**src/verilog/scp_pkg.sv**
```systemverilog
/*
 * Shared constants and types for the serial control port.
 * Assumes nothing beyond a SystemVerilog compiler; no clocks live here.
 */
package scp_pkg;

    // =====================================================================
    // Frame layout
    // =====================================================================
    localparam int               INSTR_BITS    = 8;
    localparam int               RW_BIT        = 7;
    localparam int               ADDR_W        = 5;
    localparam int               DATA_W        = 48;
    localparam int               CNT_W         = 6;
    localparam logic [CNT_W-1:0] INSTR_LAST    = 6'h07;

    // =====================================================================
    // Register map and control fields
    // =====================================================================
    localparam logic [ADDR_W-1:0] CTL1_ADDR     = 5'h00;
    localparam logic [ADDR_W-1:0] CTL2_ADDR     = 5'h01;
    localparam logic [CNT_W-1:0]  CTL_BITS      = 6'h20;
    localparam logic [CNT_W-1:0]  TUNE_BITS     = 6'h30;
    localparam int                SEP_PINS_BIT  = 7;
    localparam int                LSB_FIRST_BIT = 15;
    localparam logic [DATA_W-1:0] REG_RESET     = 48'h0;
    localparam int                NUM_REGS      = 32;
    localparam int                FIFO_DEPTH    = 16;

    // =====================================================================
    // Types
    // =====================================================================
    typedef enum logic {
        PH_INSTR = 1'b0,
        PH_DATA  = 1'b1
    } scp_phase_t;

    typedef struct packed {
        logic sclk;
        logic cs_n;
        logic sdio;
        logic io_reset;
    } scp_pins_t;

    typedef struct packed {
        logic [ADDR_W-1:0] addr;
        logic [DATA_W-1:0] data;
    } scp_wr_t;

    // Width in bits of the register at an address
    function automatic logic [CNT_W-1:0] scp_reg_bits(input logic [ADDR_W-1:0] a);
        return (a == CTL1_ADDR || a == CTL2_ADDR) ? CTL_BITS : TUNE_BITS;
    endfunction : scp_reg_bits

endpackage : scp_pkg

```
**src/verilog/scp_fifo.sv**
```systemverilog
/*
 * Synchronous FIFO with valid/ready on both sides.
 * Assumes one clock and an already synchronised active-low reset.
 */
`timescale 1ns/1ps
module scp_fifo #(
    parameter int W     = 53,
    parameter int DEPTH = 16
) (
    input  wire logic         clock_i,
    input  wire logic         rst_n_i,
    input  wire logic         in_valid_i,
    output logic              in_ready_o,
    input  wire logic [W-1:0] in_data_i,
    output logic              out_valid_o,
    input  wire logic         out_ready_i,
    output logic [W-1:0]      out_data_o
);
    localparam int PW = $clog2(DEPTH);
    localparam int CW = $clog2(DEPTH + 1);

    typedef struct packed {
        logic [DEPTH-1:0][W-1:0] mem;
        logic [PW-1:0]           wr;
        logic [PW-1:0]           rd;
        logic [CW-1:0]           cnt;
    } scp_fifo_st_t;

    scp_fifo_st_t st_q;
    scp_fifo_st_t st_d;
    logic         push;
    logic         pop;

    assign in_ready_o  = (st_q.cnt != CW'(DEPTH));
    assign out_valid_o = (st_q.cnt != '0);
    assign out_data_o  = st_q.mem[st_q.rd];
    assign push        = in_valid_i & in_ready_o;
    assign pop         = out_valid_o & out_ready_i;

    always_comb begin
        st_d = st_q;
        if (push) begin
            st_d.mem[st_q.wr] = in_data_i;
            st_d.wr           = (st_q.wr == PW'(DEPTH - 1)) ? '0 : st_q.wr + 1'b1;
        end
        if (pop) begin
            st_d.rd = (st_q.rd == PW'(DEPTH - 1)) ? '0 : st_q.rd + 1'b1;
        end
        case ({push, pop})
            2'b10:   st_d.cnt = st_q.cnt + 1'b1;
            2'b01:   st_d.cnt = st_q.cnt - 1'b1;
            default: st_d.cnt = st_q.cnt;
        endcase
    end

    always_ff @(posedge clock_i or negedge rst_n_i) begin
        if (!rst_n_i) begin
            st_q <= '0;
        end else begin
            st_q <= st_d;
        end
    end

endmodule : scp_fifo

```
**src/verilog/scp_port.sv**
```systemverilog
/*
 * Serial control port: oversamples the host's serial clock, shifts
 * instruction and data, answers reads, and forwards writes through a FIFO.
 * Assumes clock_i at 10 MHz and a serial clock slow enough that each level
 * lasts at least two clock_i periods.
 */
// Operation
// - A cycle opens with an eight-bit instruction, then the data phase.
// - Data phase length equals the addressed register's width in bits.
// - After the last data bit, the next eight rising edges are an instruction.
// - Instruction and write bits are sampled on the serial clock's rising edge.
// - Read bits are launched on the serial clock's falling edge.
// - Instruction bit 7 high means read, low means write.
// - Instruction bits 6 and 5 are ignored.
// - Instruction bits 4 to 0 address the register.
// - Deselected port leaves both data pins undriven.
// - Deselect mid-cycle freezes progress; reselect resumes at the same point.
// - Write data always comes from the shared data pin.
// - First control word bit 7 picks shared or separate data pins.
// - In shared-pin mode the separate output stays undriven.
// - Port reset aborts the cycle, keeps registers, restarts with instruction.
// - First control word bit 15 picks MSB-first or LSB-first order.
// - All data bits travel in the selected bit order.
`timescale 1ns/1ps
module scp_port (
    input  wire logic    clock_i,
    input  wire logic    nrst_i,
    input  wire logic    sclk_i,
    input  wire logic    cs_n_i,
    input  wire logic    sdio_i,
    input  wire logic    io_reset_i,
    output logic         sdio_o,
    output logic         sdio_oe_o,
    output logic         sdo_o,
    output logic         sdo_oe_o,
    output logic         cfg_valid_o,
    output scp_pkg::scp_wr_t cfg_o,
    input  wire logic    cfg_ready_i
);
    import scp_pkg::*;

    // =====================================================================
    // State
    // =====================================================================
    typedef struct packed {
        scp_pins_t                           s1;
        scp_pins_t                           s2;
        scp_pins_t                           s3;
        scp_phase_t                          phase;
        logic [CNT_W-1:0]                    cnt;
        logic                                rw;
        logic [ADDR_W-1:0]                   addr;
        logic [DATA_W-1:0]                   shift;
        logic                                drive;
        logic                                dout;
        logic                                sdio_oe;
        logic                                sdo_oe;
        logic                                pend;
        scp_wr_t                             pend_w;
        logic                                cfg_v;
        scp_wr_t                             cfg;
        logic [NUM_REGS-1:0][DATA_W-1:0]     regs;
    } scp_state_t;

    scp_state_t        st_q;
    scp_state_t        st_d;
    logic [1:0]        rst_sync_q;
    logic              rst_n;
    logic              rise;
    logic              fall;
    logic              active;
    logic              lsb_first;
    logic              sep_pins;
    logic [CNT_W-1:0]  nbits;
    logic [CNT_W-1:0]  idx;
    logic              last;
    logic [DATA_W-1:0] nxt;
    logic              wr_done;
    logic              fifo_in_ready;
    logic              fifo_out_valid;
    logic              fifo_out_ready;
    scp_wr_t           fifo_out;

    // =====================================================================
    // Reset release
    // =====================================================================
    always_ff @(posedge clock_i or negedge nrst_i) begin
        if (!nrst_i) begin
            rst_sync_q <= 2'h0;
        end else begin
            rst_sync_q <= {rst_sync_q[0], 1'b1};
        end
    end

    assign rst_n = rst_sync_q[1];

    // =====================================================================
    // Pin edges and decode
    // =====================================================================
    assign rise      = st_q.s2.sclk & ~st_q.s3.sclk;
    assign fall      = ~st_q.s2.sclk & st_q.s3.sclk;
    assign active    = ~st_q.s2.cs_n & ~st_q.s2.io_reset;
    assign lsb_first = st_q.regs[CTL1_ADDR][LSB_FIRST_BIT];
    assign sep_pins  = st_q.regs[CTL1_ADDR][SEP_PINS_BIT];
    assign nbits     = (st_q.phase == PH_INSTR) ? CNT_W'(INSTR_BITS)
                                                : scp_reg_bits(st_q.addr);
    // Bit position of the current serial bit
    assign idx       = lsb_first ? st_q.cnt : nbits - 1'b1 - st_q.cnt;
    assign last      = (st_q.cnt == nbits - 1'b1);

    always_comb begin
        nxt      = st_q.shift;
        nxt[idx] = st_q.s2.sdio;
    end

    // =====================================================================
    // Write forwarding buffer
    // =====================================================================
    assign fifo_out_ready = ~st_q.cfg_v | cfg_ready_i;

    scp_fifo #(
        .W     (ADDR_W + DATA_W),
        .DEPTH (FIFO_DEPTH)
    ) u_fifo (
        .clock_i     (clock_i),
        .rst_n_i     (rst_n),
        .in_valid_i  (st_q.pend),
        .in_ready_o  (fifo_in_ready),
        .in_data_i   (st_q.pend_w),
        .out_valid_o (fifo_out_valid),
        .out_ready_i (fifo_out_ready),
        .out_data_o  (fifo_out)
    );

    // =====================================================================
    // Next state
    // =====================================================================
    always_comb begin
        st_d    = st_q;
        wr_done = 1'b0;
        st_d.s1 = '{sclk: sclk_i, cs_n: cs_n_i, sdio: sdio_i, io_reset: io_reset_i};
        st_d.s2 = st_q.s1;
        st_d.s3 = st_q.s2;

        if (st_q.s2.io_reset) begin
            // Abort, registers untouched
            st_d.phase = PH_INSTR;
            st_d.cnt   = '0;
            st_d.drive = 1'b0;
        end else if (active && rise) begin
            if (!(st_q.phase == PH_DATA && st_q.rw)) begin
                st_d.shift = nxt;
            end
            if (!last) begin
                st_d.cnt = st_q.cnt + 1'b1;
            end else if (st_q.phase == PH_INSTR) begin
                st_d.phase = PH_DATA;
                st_d.cnt   = '0;
                st_d.rw    = nxt[RW_BIT];
                // Bits 6 and 5 are dropped here
                st_d.addr  = nxt[ADDR_W-1:0];
                st_d.shift = st_q.regs[nxt[ADDR_W-1:0]];
            end else begin
                st_d.phase = PH_INSTR;
                st_d.cnt   = '0;
                st_d.drive = 1'b0;
                if (!st_q.rw) begin
                    st_d.pend   = 1'b1;
                    wr_done     = 1'b1;
                    st_d.pend_w = '{addr: st_q.addr, data: nxt};
                end
            end
        end else if (active && fall && st_q.phase == PH_DATA && st_q.rw) begin
            st_d.drive = 1'b1;
            st_d.dout  = st_q.shift[idx];
        end

        // Push of a completed write; a new completion wins over the clear
        if (st_q.pend && fifo_in_ready && !wr_done) begin
            st_d.pend = 1'b0;
        end

        st_d.sdio_oe = st_d.drive & ~sep_pins & ~st_q.s2.cs_n;
        st_d.sdo_oe  = st_d.drive & sep_pins & ~st_q.s2.cs_n;

        if (fifo_out_ready) begin
            st_d.cfg_v = fifo_out_valid;
            if (fifo_out_valid) begin
                st_d.cfg                      = fifo_out;
                st_d.regs[fifo_out.addr]      = fifo_out.data;
            end
        end
    end

    always_ff @(posedge clock_i or negedge rst_n) begin
        if (!rst_n) begin
            st_q <= '0;
        end else begin
            st_q <= st_d;
        end
    end

    // =====================================================================
    // Checks on pin drive
    // =====================================================================
    // Deselect releases both pins
    a_idle_no_drive: assert property (
        @(posedge clock_i) disable iff (!rst_n)
        st_q.s2.cs_n
        |=> !sdio_oe_o && !sdo_oe_o
    ) else $error("data pin driven while deselected");

    // Shared mode keeps the output pin off
    a_shared_sdo_off: assert property (
        @(posedge clock_i) disable iff (!rst_n)
        !sep_pins
        |=> !sdo_oe_o
    ) else $error("separate output driven in shared mode");

    // Split mode never drives the shared pin
    a_split_sdio_off: assert property (
        @(posedge clock_i) disable iff (!rst_n)
        sep_pins
        |=> !sdio_oe_o
    ) else $error("shared pin driven in split mode");

    // Drive only in a read data phase
    a_oe_only_read: assert property (
        @(posedge clock_i) disable iff (!rst_n)
        sdio_oe_o || sdo_oe_o
        |-> st_q.phase == PH_DATA && st_q.rw
    ) else $error("data pin driven outside a read");

    // =====================================================================
    // Checks on serial edges
    // =====================================================================
    // Bit count moves only on a rise or a port reset
    a_count_on_rise: assert property (
        @(posedge clock_i) disable iff (!rst_n)
        !(active && rise) && !st_q.s2.io_reset
        |=> $stable(st_q.cnt)
    ) else $error("bit count moved without a serial rise");

    // Read bit changes only on a fall
    a_dout_on_fall: assert property (
        @(posedge clock_i) disable iff (!rst_n)
        !(active && fall)
        |=> $stable(sdio_o)
    ) else $error("read bit changed without a serial fall");

    // Deselect freezes the cycle
    a_freeze_deselect: assert property (
        @(posedge clock_i) disable iff (!rst_n)
        st_q.s2.cs_n && !st_q.s2.io_reset
        |=> $stable(st_q.phase) && $stable(st_q.cnt) && $stable(st_q.addr)
    ) else $error("cycle progressed while deselected");

    // Read word kept intact while shifted out
    a_read_word_hold: assert property (
        @(posedge clock_i) disable iff (!rst_n)
        st_q.phase == PH_DATA && st_q.rw
        |=> $stable(st_q.shift)
    ) else $error("read word altered during read");

    // =====================================================================
    // Checks on framing
    // =====================================================================
    // Instruction is eight bits
    a_instr_len: assert property (
        @(posedge clock_i) disable iff (!rst_n)
        st_q.phase == PH_INSTR
        |-> st_q.cnt < CNT_W'(INSTR_BITS)
    ) else $error("instruction count out of range");

    // Data phase bounded by register width
    a_data_len: assert property (
        @(posedge clock_i) disable iff (!rst_n)
        st_q.phase == PH_DATA
        |-> st_q.cnt < scp_reg_bits(st_q.addr)
    ) else $error("data count beyond register width");

    // Eighth rise opens the data phase
    a_instr_to_data: assert property (
        @(posedge clock_i) disable iff (!rst_n)
        active && rise && last && st_q.phase == PH_INSTR
        |=> st_q.phase == PH_DATA && st_q.cnt == '0
    ) else $error("data phase did not follow instruction");

    // Last data bit returns to instruction
    a_data_to_instr: assert property (
        @(posedge clock_i) disable iff (!rst_n)
        active && rise && last && st_q.phase == PH_DATA
        |=> st_q.phase == PH_INSTR && st_q.cnt == '0 && !st_q.drive
    ) else $error("new instruction did not follow data");

    // Port reset restarts at the instruction
    a_abort_clears: assert property (
        @(posedge clock_i) disable iff (!rst_n)
        st_q.s2.io_reset
        |=> st_q.phase == PH_INSTR && st_q.cnt == '0 && !st_q.drive
    ) else $error("port reset did not abort the cycle");

    // Aborted cycle never queues a write
    a_abort_no_write: assert property (
        @(posedge clock_i) disable iff (!rst_n)
        st_q.s2.io_reset
        |-> !wr_done
    ) else $error("write queued during port reset");

    // First read bit on the first data fall
    a_first_read_bit: assert property (
        @(posedge clock_i) disable iff (!rst_n)
        $rose(st_q.drive)
        |-> st_q.cnt == '0 && $past(fall)
    ) else $error("read drive started at the wrong bit");

    // Reads never queue a write
    a_read_no_push: assert property (
        @(posedge clock_i) disable iff (!rst_n)
        st_q.phase == PH_DATA && st_q.rw
        |-> !wr_done
    ) else $error("read cycle queued a write");

    // Completed write is queued
    a_write_queued: assert property (
        @(posedge clock_i) disable iff (!rst_n)
        wr_done
        |=> st_q.pend
    ) else $error("completed write not queued");

    // Stalled write output holds
    a_cfg_hold: assert property (
        @(posedge clock_i) disable iff (!rst_n)
        cfg_valid_o && !cfg_ready_i
        |=> cfg_valid_o && $stable(cfg_o)
    ) else $error("stalled write output changed");

    assign sdio_o      = st_q.dout;
    assign sdo_o       = st_q.dout;
    assign sdio_oe_o   = st_q.sdio_oe;
    assign sdo_oe_o    = st_q.sdo_oe;
    assign cfg_valid_o = st_q.cfg_v;
    assign cfg_o       = st_q.cfg;

endmodule : scp_port
```
**config.mk**
```make
export PLATFORM = sky130hd
export DESIGN_NAME = scp_port
export DESIGN_NICKNAME = d
export VERILOG_FILES = /design/src/verilog/scp_pkg.sv /design/src/verilog/scp_fifo.sv /design/src/verilog/scp_port.sv
export SDC_FILE = /design/constraint.sdc
export NUM_CORES = 2
export LEC_CHECK = 0
export BUFFER_PORTS_ARGS = -buffer_cell sky130_fd_sc_hd__clkbuf_2
export CAP_MARGIN = 20
export CORE_AREA = 2 2 450 452
export DETAILED_ROUTE_END_ITERATION = 6
export DIE_AREA = 0 0 452 454
export GPL_ROUTABILITY_DRIVEN = 0
export PLACE_DENSITY = 0.76
export SLEW_MARGIN = 25
export SYNTH_ARGS = -nofsm -noshare
export SYNTH_HDL_FRONTEND = slang
export SYNTH_SLANG_ARGS = --single-unit
```
**constraint.sdc**
```tcl
create_clock -name clock_i -period 99.8 [get_ports clock_i]
set_input_delay 4.99 -clock clock_i [delete_from_list [all_inputs] [get_ports clock_i]]
set_output_delay 4.99 -clock clock_i [all_outputs]
set_load 0.05 [all_outputs]
```
==> run summary <==
status: complete, but fails checks
Final Skew: 0.06868 ns
initial core utilization: 59.44%
crit path kind: input port to flip-flop
clk root buf: clkbuf_16
grt ovf: 0
ANT nets after route: 1
total track usage: 33.00%
max cap viols: 0
VDD IR-drop max: 0.02412 mV
Synth Cell Area: 119400 sq um
routed length on met1: 133500 microns
power consumption: 2.770 mW
setup bufs post-CTS: 0
clock sinks: 2581
vias in the first global route: 80019
Min-Delay Path Class: flip-flop to flip-flop
Final #Nets: 8777
Final WS setup: 91.67 ns
Pre-antenna DRT Iters: 6
maximum buffer depth of the clock tree: 4
Distinct cells, synth: 77
H-tree depth: 5
Mapped Cells: 9123
Max stage delay cell, worst path: nor2_4
critical path, cell by cell: clkbuf_2 > nand2b_1 > o21ai_4 > clkinv_2 > nand3_1 > nor2_4 > buf_4 > mux2_2
CTS Buf Count: 284
post-layout min period: 8.134 ns
first-pass GRT wire length: 508400 microns
number of core rows: 165
register bit total from synthesis: 2581
EDFF count, synth: 0
uppermost layer routed: met5
Setup Viol. Count Final: 0
DP HPWL: 190000 microns
DR iter-0 viols: 8944
antenna violations before repair: 19
Post-CTS Resized: 0
final core utilization: 64.95%
Final Cycle Share: 8.150%
worst endpoint data arrival time: 8.93 ns
slowest stage delay, CP: 1.02 ns
worst-path fanout max: 30
sequential area share after synthesis: 54.10%
Slew @ Worst Pin: 1.153 ns
P_leak: 64.17 nW
crit end category: flip-flop
Slew Viols, Final: 0
WL final: 337400 microns
Rel. slew slack: 23.12%
hold violation total from the final report: 0
failing checks: antenna rules
CP startpoint kind: input port
FILL cells: 14363
Die Area: 205200 sq um
Post-route DRC: 0
worst skew pair latency: 0.95 ns
vias per cell: 6.699
CP required: 100.60 ns
Die H: 454 microns
synth-to-layout area growth: 9.282%
RSZ-0062 raised after global routing: false
Ports: 65
Setup TNS: 0 ns
share of cells above drive strength 1: 38.09%
Post-CTS Hold Fix Bufs: 0
metal2 WL: 154800 microns
vias: 77864
worst path bufs/invs: 3
Avg WL per Cell: 29.03 microns
TritonCTS clock tree: yes
DR WL met3: 32020 microns
# port buffers: 64
die width: 452 microns
pin count of the biggest net entering global routing: 202
Avg Inst Size Synth: 13.09 sq um
Mapped Nets: 9144
Main synth FF type: dfrtp_1
ys async rst share: 100.0%
Worst-path clk slew: 0.06 ns
Max Clk Rate: 122.9 MHz
Yosys Warn Count: 0
cell area power density: 21.23 nW/um^2
Place WS: 90.74 ns
Core ar.: 200900 sq um
critical path's top delay family: simple AND/OR/NAND/NOR gates
==> cells in the mapped netlist, types with 47 or more instances <==
cell | instances | area [sq um]
buf_1 | 114 | 427.9
nand2_1 | 1052 | 3949
a21oi_1 | 153 | 765.7
o22ai_1 | 89 | 556.8
nor2_1 | 88 | 330.3
o21ai_0 | 160 | 800.8
mux2_2 | 2404 | 27070
mux2i_1 | 552 | 5525
dfrtp_1 | 2581 | 64590
a221oi_1 | 47 | 411.6
nand3_1 | 298 | 1491
mux4_2 | 266 | 5991
and3_1 | 47 | 294.0
clkbuf_1 | 552 | 2072
a31oi_1 | 54 | 337.8
buf_4 | 81 | 608.1
buf_2 | 128 | 640.6
==> report_power, final <==
group / internal, mW / total, mW / switching [mW]
Sequential: 1.07 / 1.10 / 0.0287
Combinational: 0.185 / 0.635 / 0.451
Clock: 0.615 / 1.03 / 0.417
Total: 1.87 / 2.77 / 0.897
==> metrics by stage <==
stage	instances	hold slack (ns)	area, sq um
after floorplan	9123	0.3312	119400
after global placement	11135	0.3358	121100
after detailed placement	11139	0.3347	121200
after CTS	11613	0.3372	130300
after global routing	11617	0.3383	130500
final	11623	0.3287	130500
==> worst paths after layout <==
kind                       slack (ns)    endpoint          start  cells past startpoint
max                             91.67    st_q[58]    cfg_ready_i                      8
max in group asynchronous       94.42   st_q[548]  rst_sync_q[1]                      6
min reg2reg                      0.33  st_d[1712]     st_d[1716]                      0
min in group asynchronous        0.44  st_q[1630]  rst_sync_q[1]                      0
min                              0.33  st_d[1712]     st_d[1716]                      0
max reg2reg                     92.53  st_q[1671]     st_q[1697]                     14
==> kinds of logic after synthesis <==
group	after synthesis	share of synthesized area (%)
xor+xnor	14	0.1142
buf+inv	912	3.287
mux	3222	32.32
simple gates	1627	5.838
other cells	1	0.003141
flops	2581	54.10
fa+ha+maj	14	0.1530
compound gates	752	4.189
==> flip-flops by register name, indices dropped and copies added (netlist names) <==
| signal | count |
|---|---|
| sdio_oe_o | 1 |
| sdio_o | 1 |
| cfg_o | 53 |
| u_fifo.st_q | 861 |
| st_d | 8 |
| lsb_first | 1 |
| sep_pins | 1 |
| st_q | 1651 |
| cfg_valid_o | 1 |
| rst_sync_q | 2 |
| sdo_oe_o | 1 |
==> worst register-to-register path: cells and delay by family (launching register included) <==
family,cells,cell delay [ns]
and+or+nand+nor,3,0.98
adders and majority gates,1,0.27
buffers and inverters,4,2.85
muxes,1,0.51
AOI/OAI and AO/OA,4,1.50
xor gates and xnor gates,1,0.37
DFF,1,0.57
==> per-layer routing <==
metal  vias up  GRT usage, %
met5         -             0
met3      1029         7.847
met1     41063         44.64
li1      32052             -
met2      3706         50.98
met4        14         14.97
==> final cells by class <==
type	count	area [sq um]	share of cell area, %
clock buffer	426	8600	6.591
sequential	2581	64610	49.52
multi-input combinational	5630	51450	39.43
tap	2672	3343	2.562
inverter	32	121.4	0.09302
clock inverter	48	504.2	0.3865
antenna	7	17.52	0.01343
timing repair buffer	227	1834	1.406
==> placed cells by master, fill, tap and decap left out, types with 21 or more instances in the layout <==
| master | synthesis | layout |
|---|---|---|
| dfrtp_1 | 2581 | 2575 |
| mux2_2 | 2404 | 2404 |
| nand2_1 | 1052 | 1035 |
| mux2i_1 | 552 | 552 |
| clkbuf_16 | 0 | 291 |
| nand3_1 | 298 | 282 |
| mux4_2 | 266 | 266 |
| o21ai_0 | 160 | 160 |
| a21oi_1 | 153 | 151 |
| buf_4 | 81 | 131 |
| o22ai_1 | 89 | 86 |
| clkbuf_8 | 0 | 81 |
| nor2_1 | 88 | 70 |
| clkbuf_2 | 0 | 64 |
| a31oi_1 | 54 | 54 |
| clkbuf_1 | 552 | 54 |
| a221oi_1 | 47 | 47 |
| and3_1 | 47 | 47 |
| a311oi_1 | 43 | 43 |
| nand4_1 | 33 | 33 |
| a22oi_1 | 35 | 33 |
| inv_1 | 32 | 31 |
| clkinv_2 | 0 | 28 |
| nor3_1 | 27 | 25 |
| a211oi_1 | 22 | 22 |
| o2111ai_1 | 21 | 21 |
(Power assumes the default switching activity.)
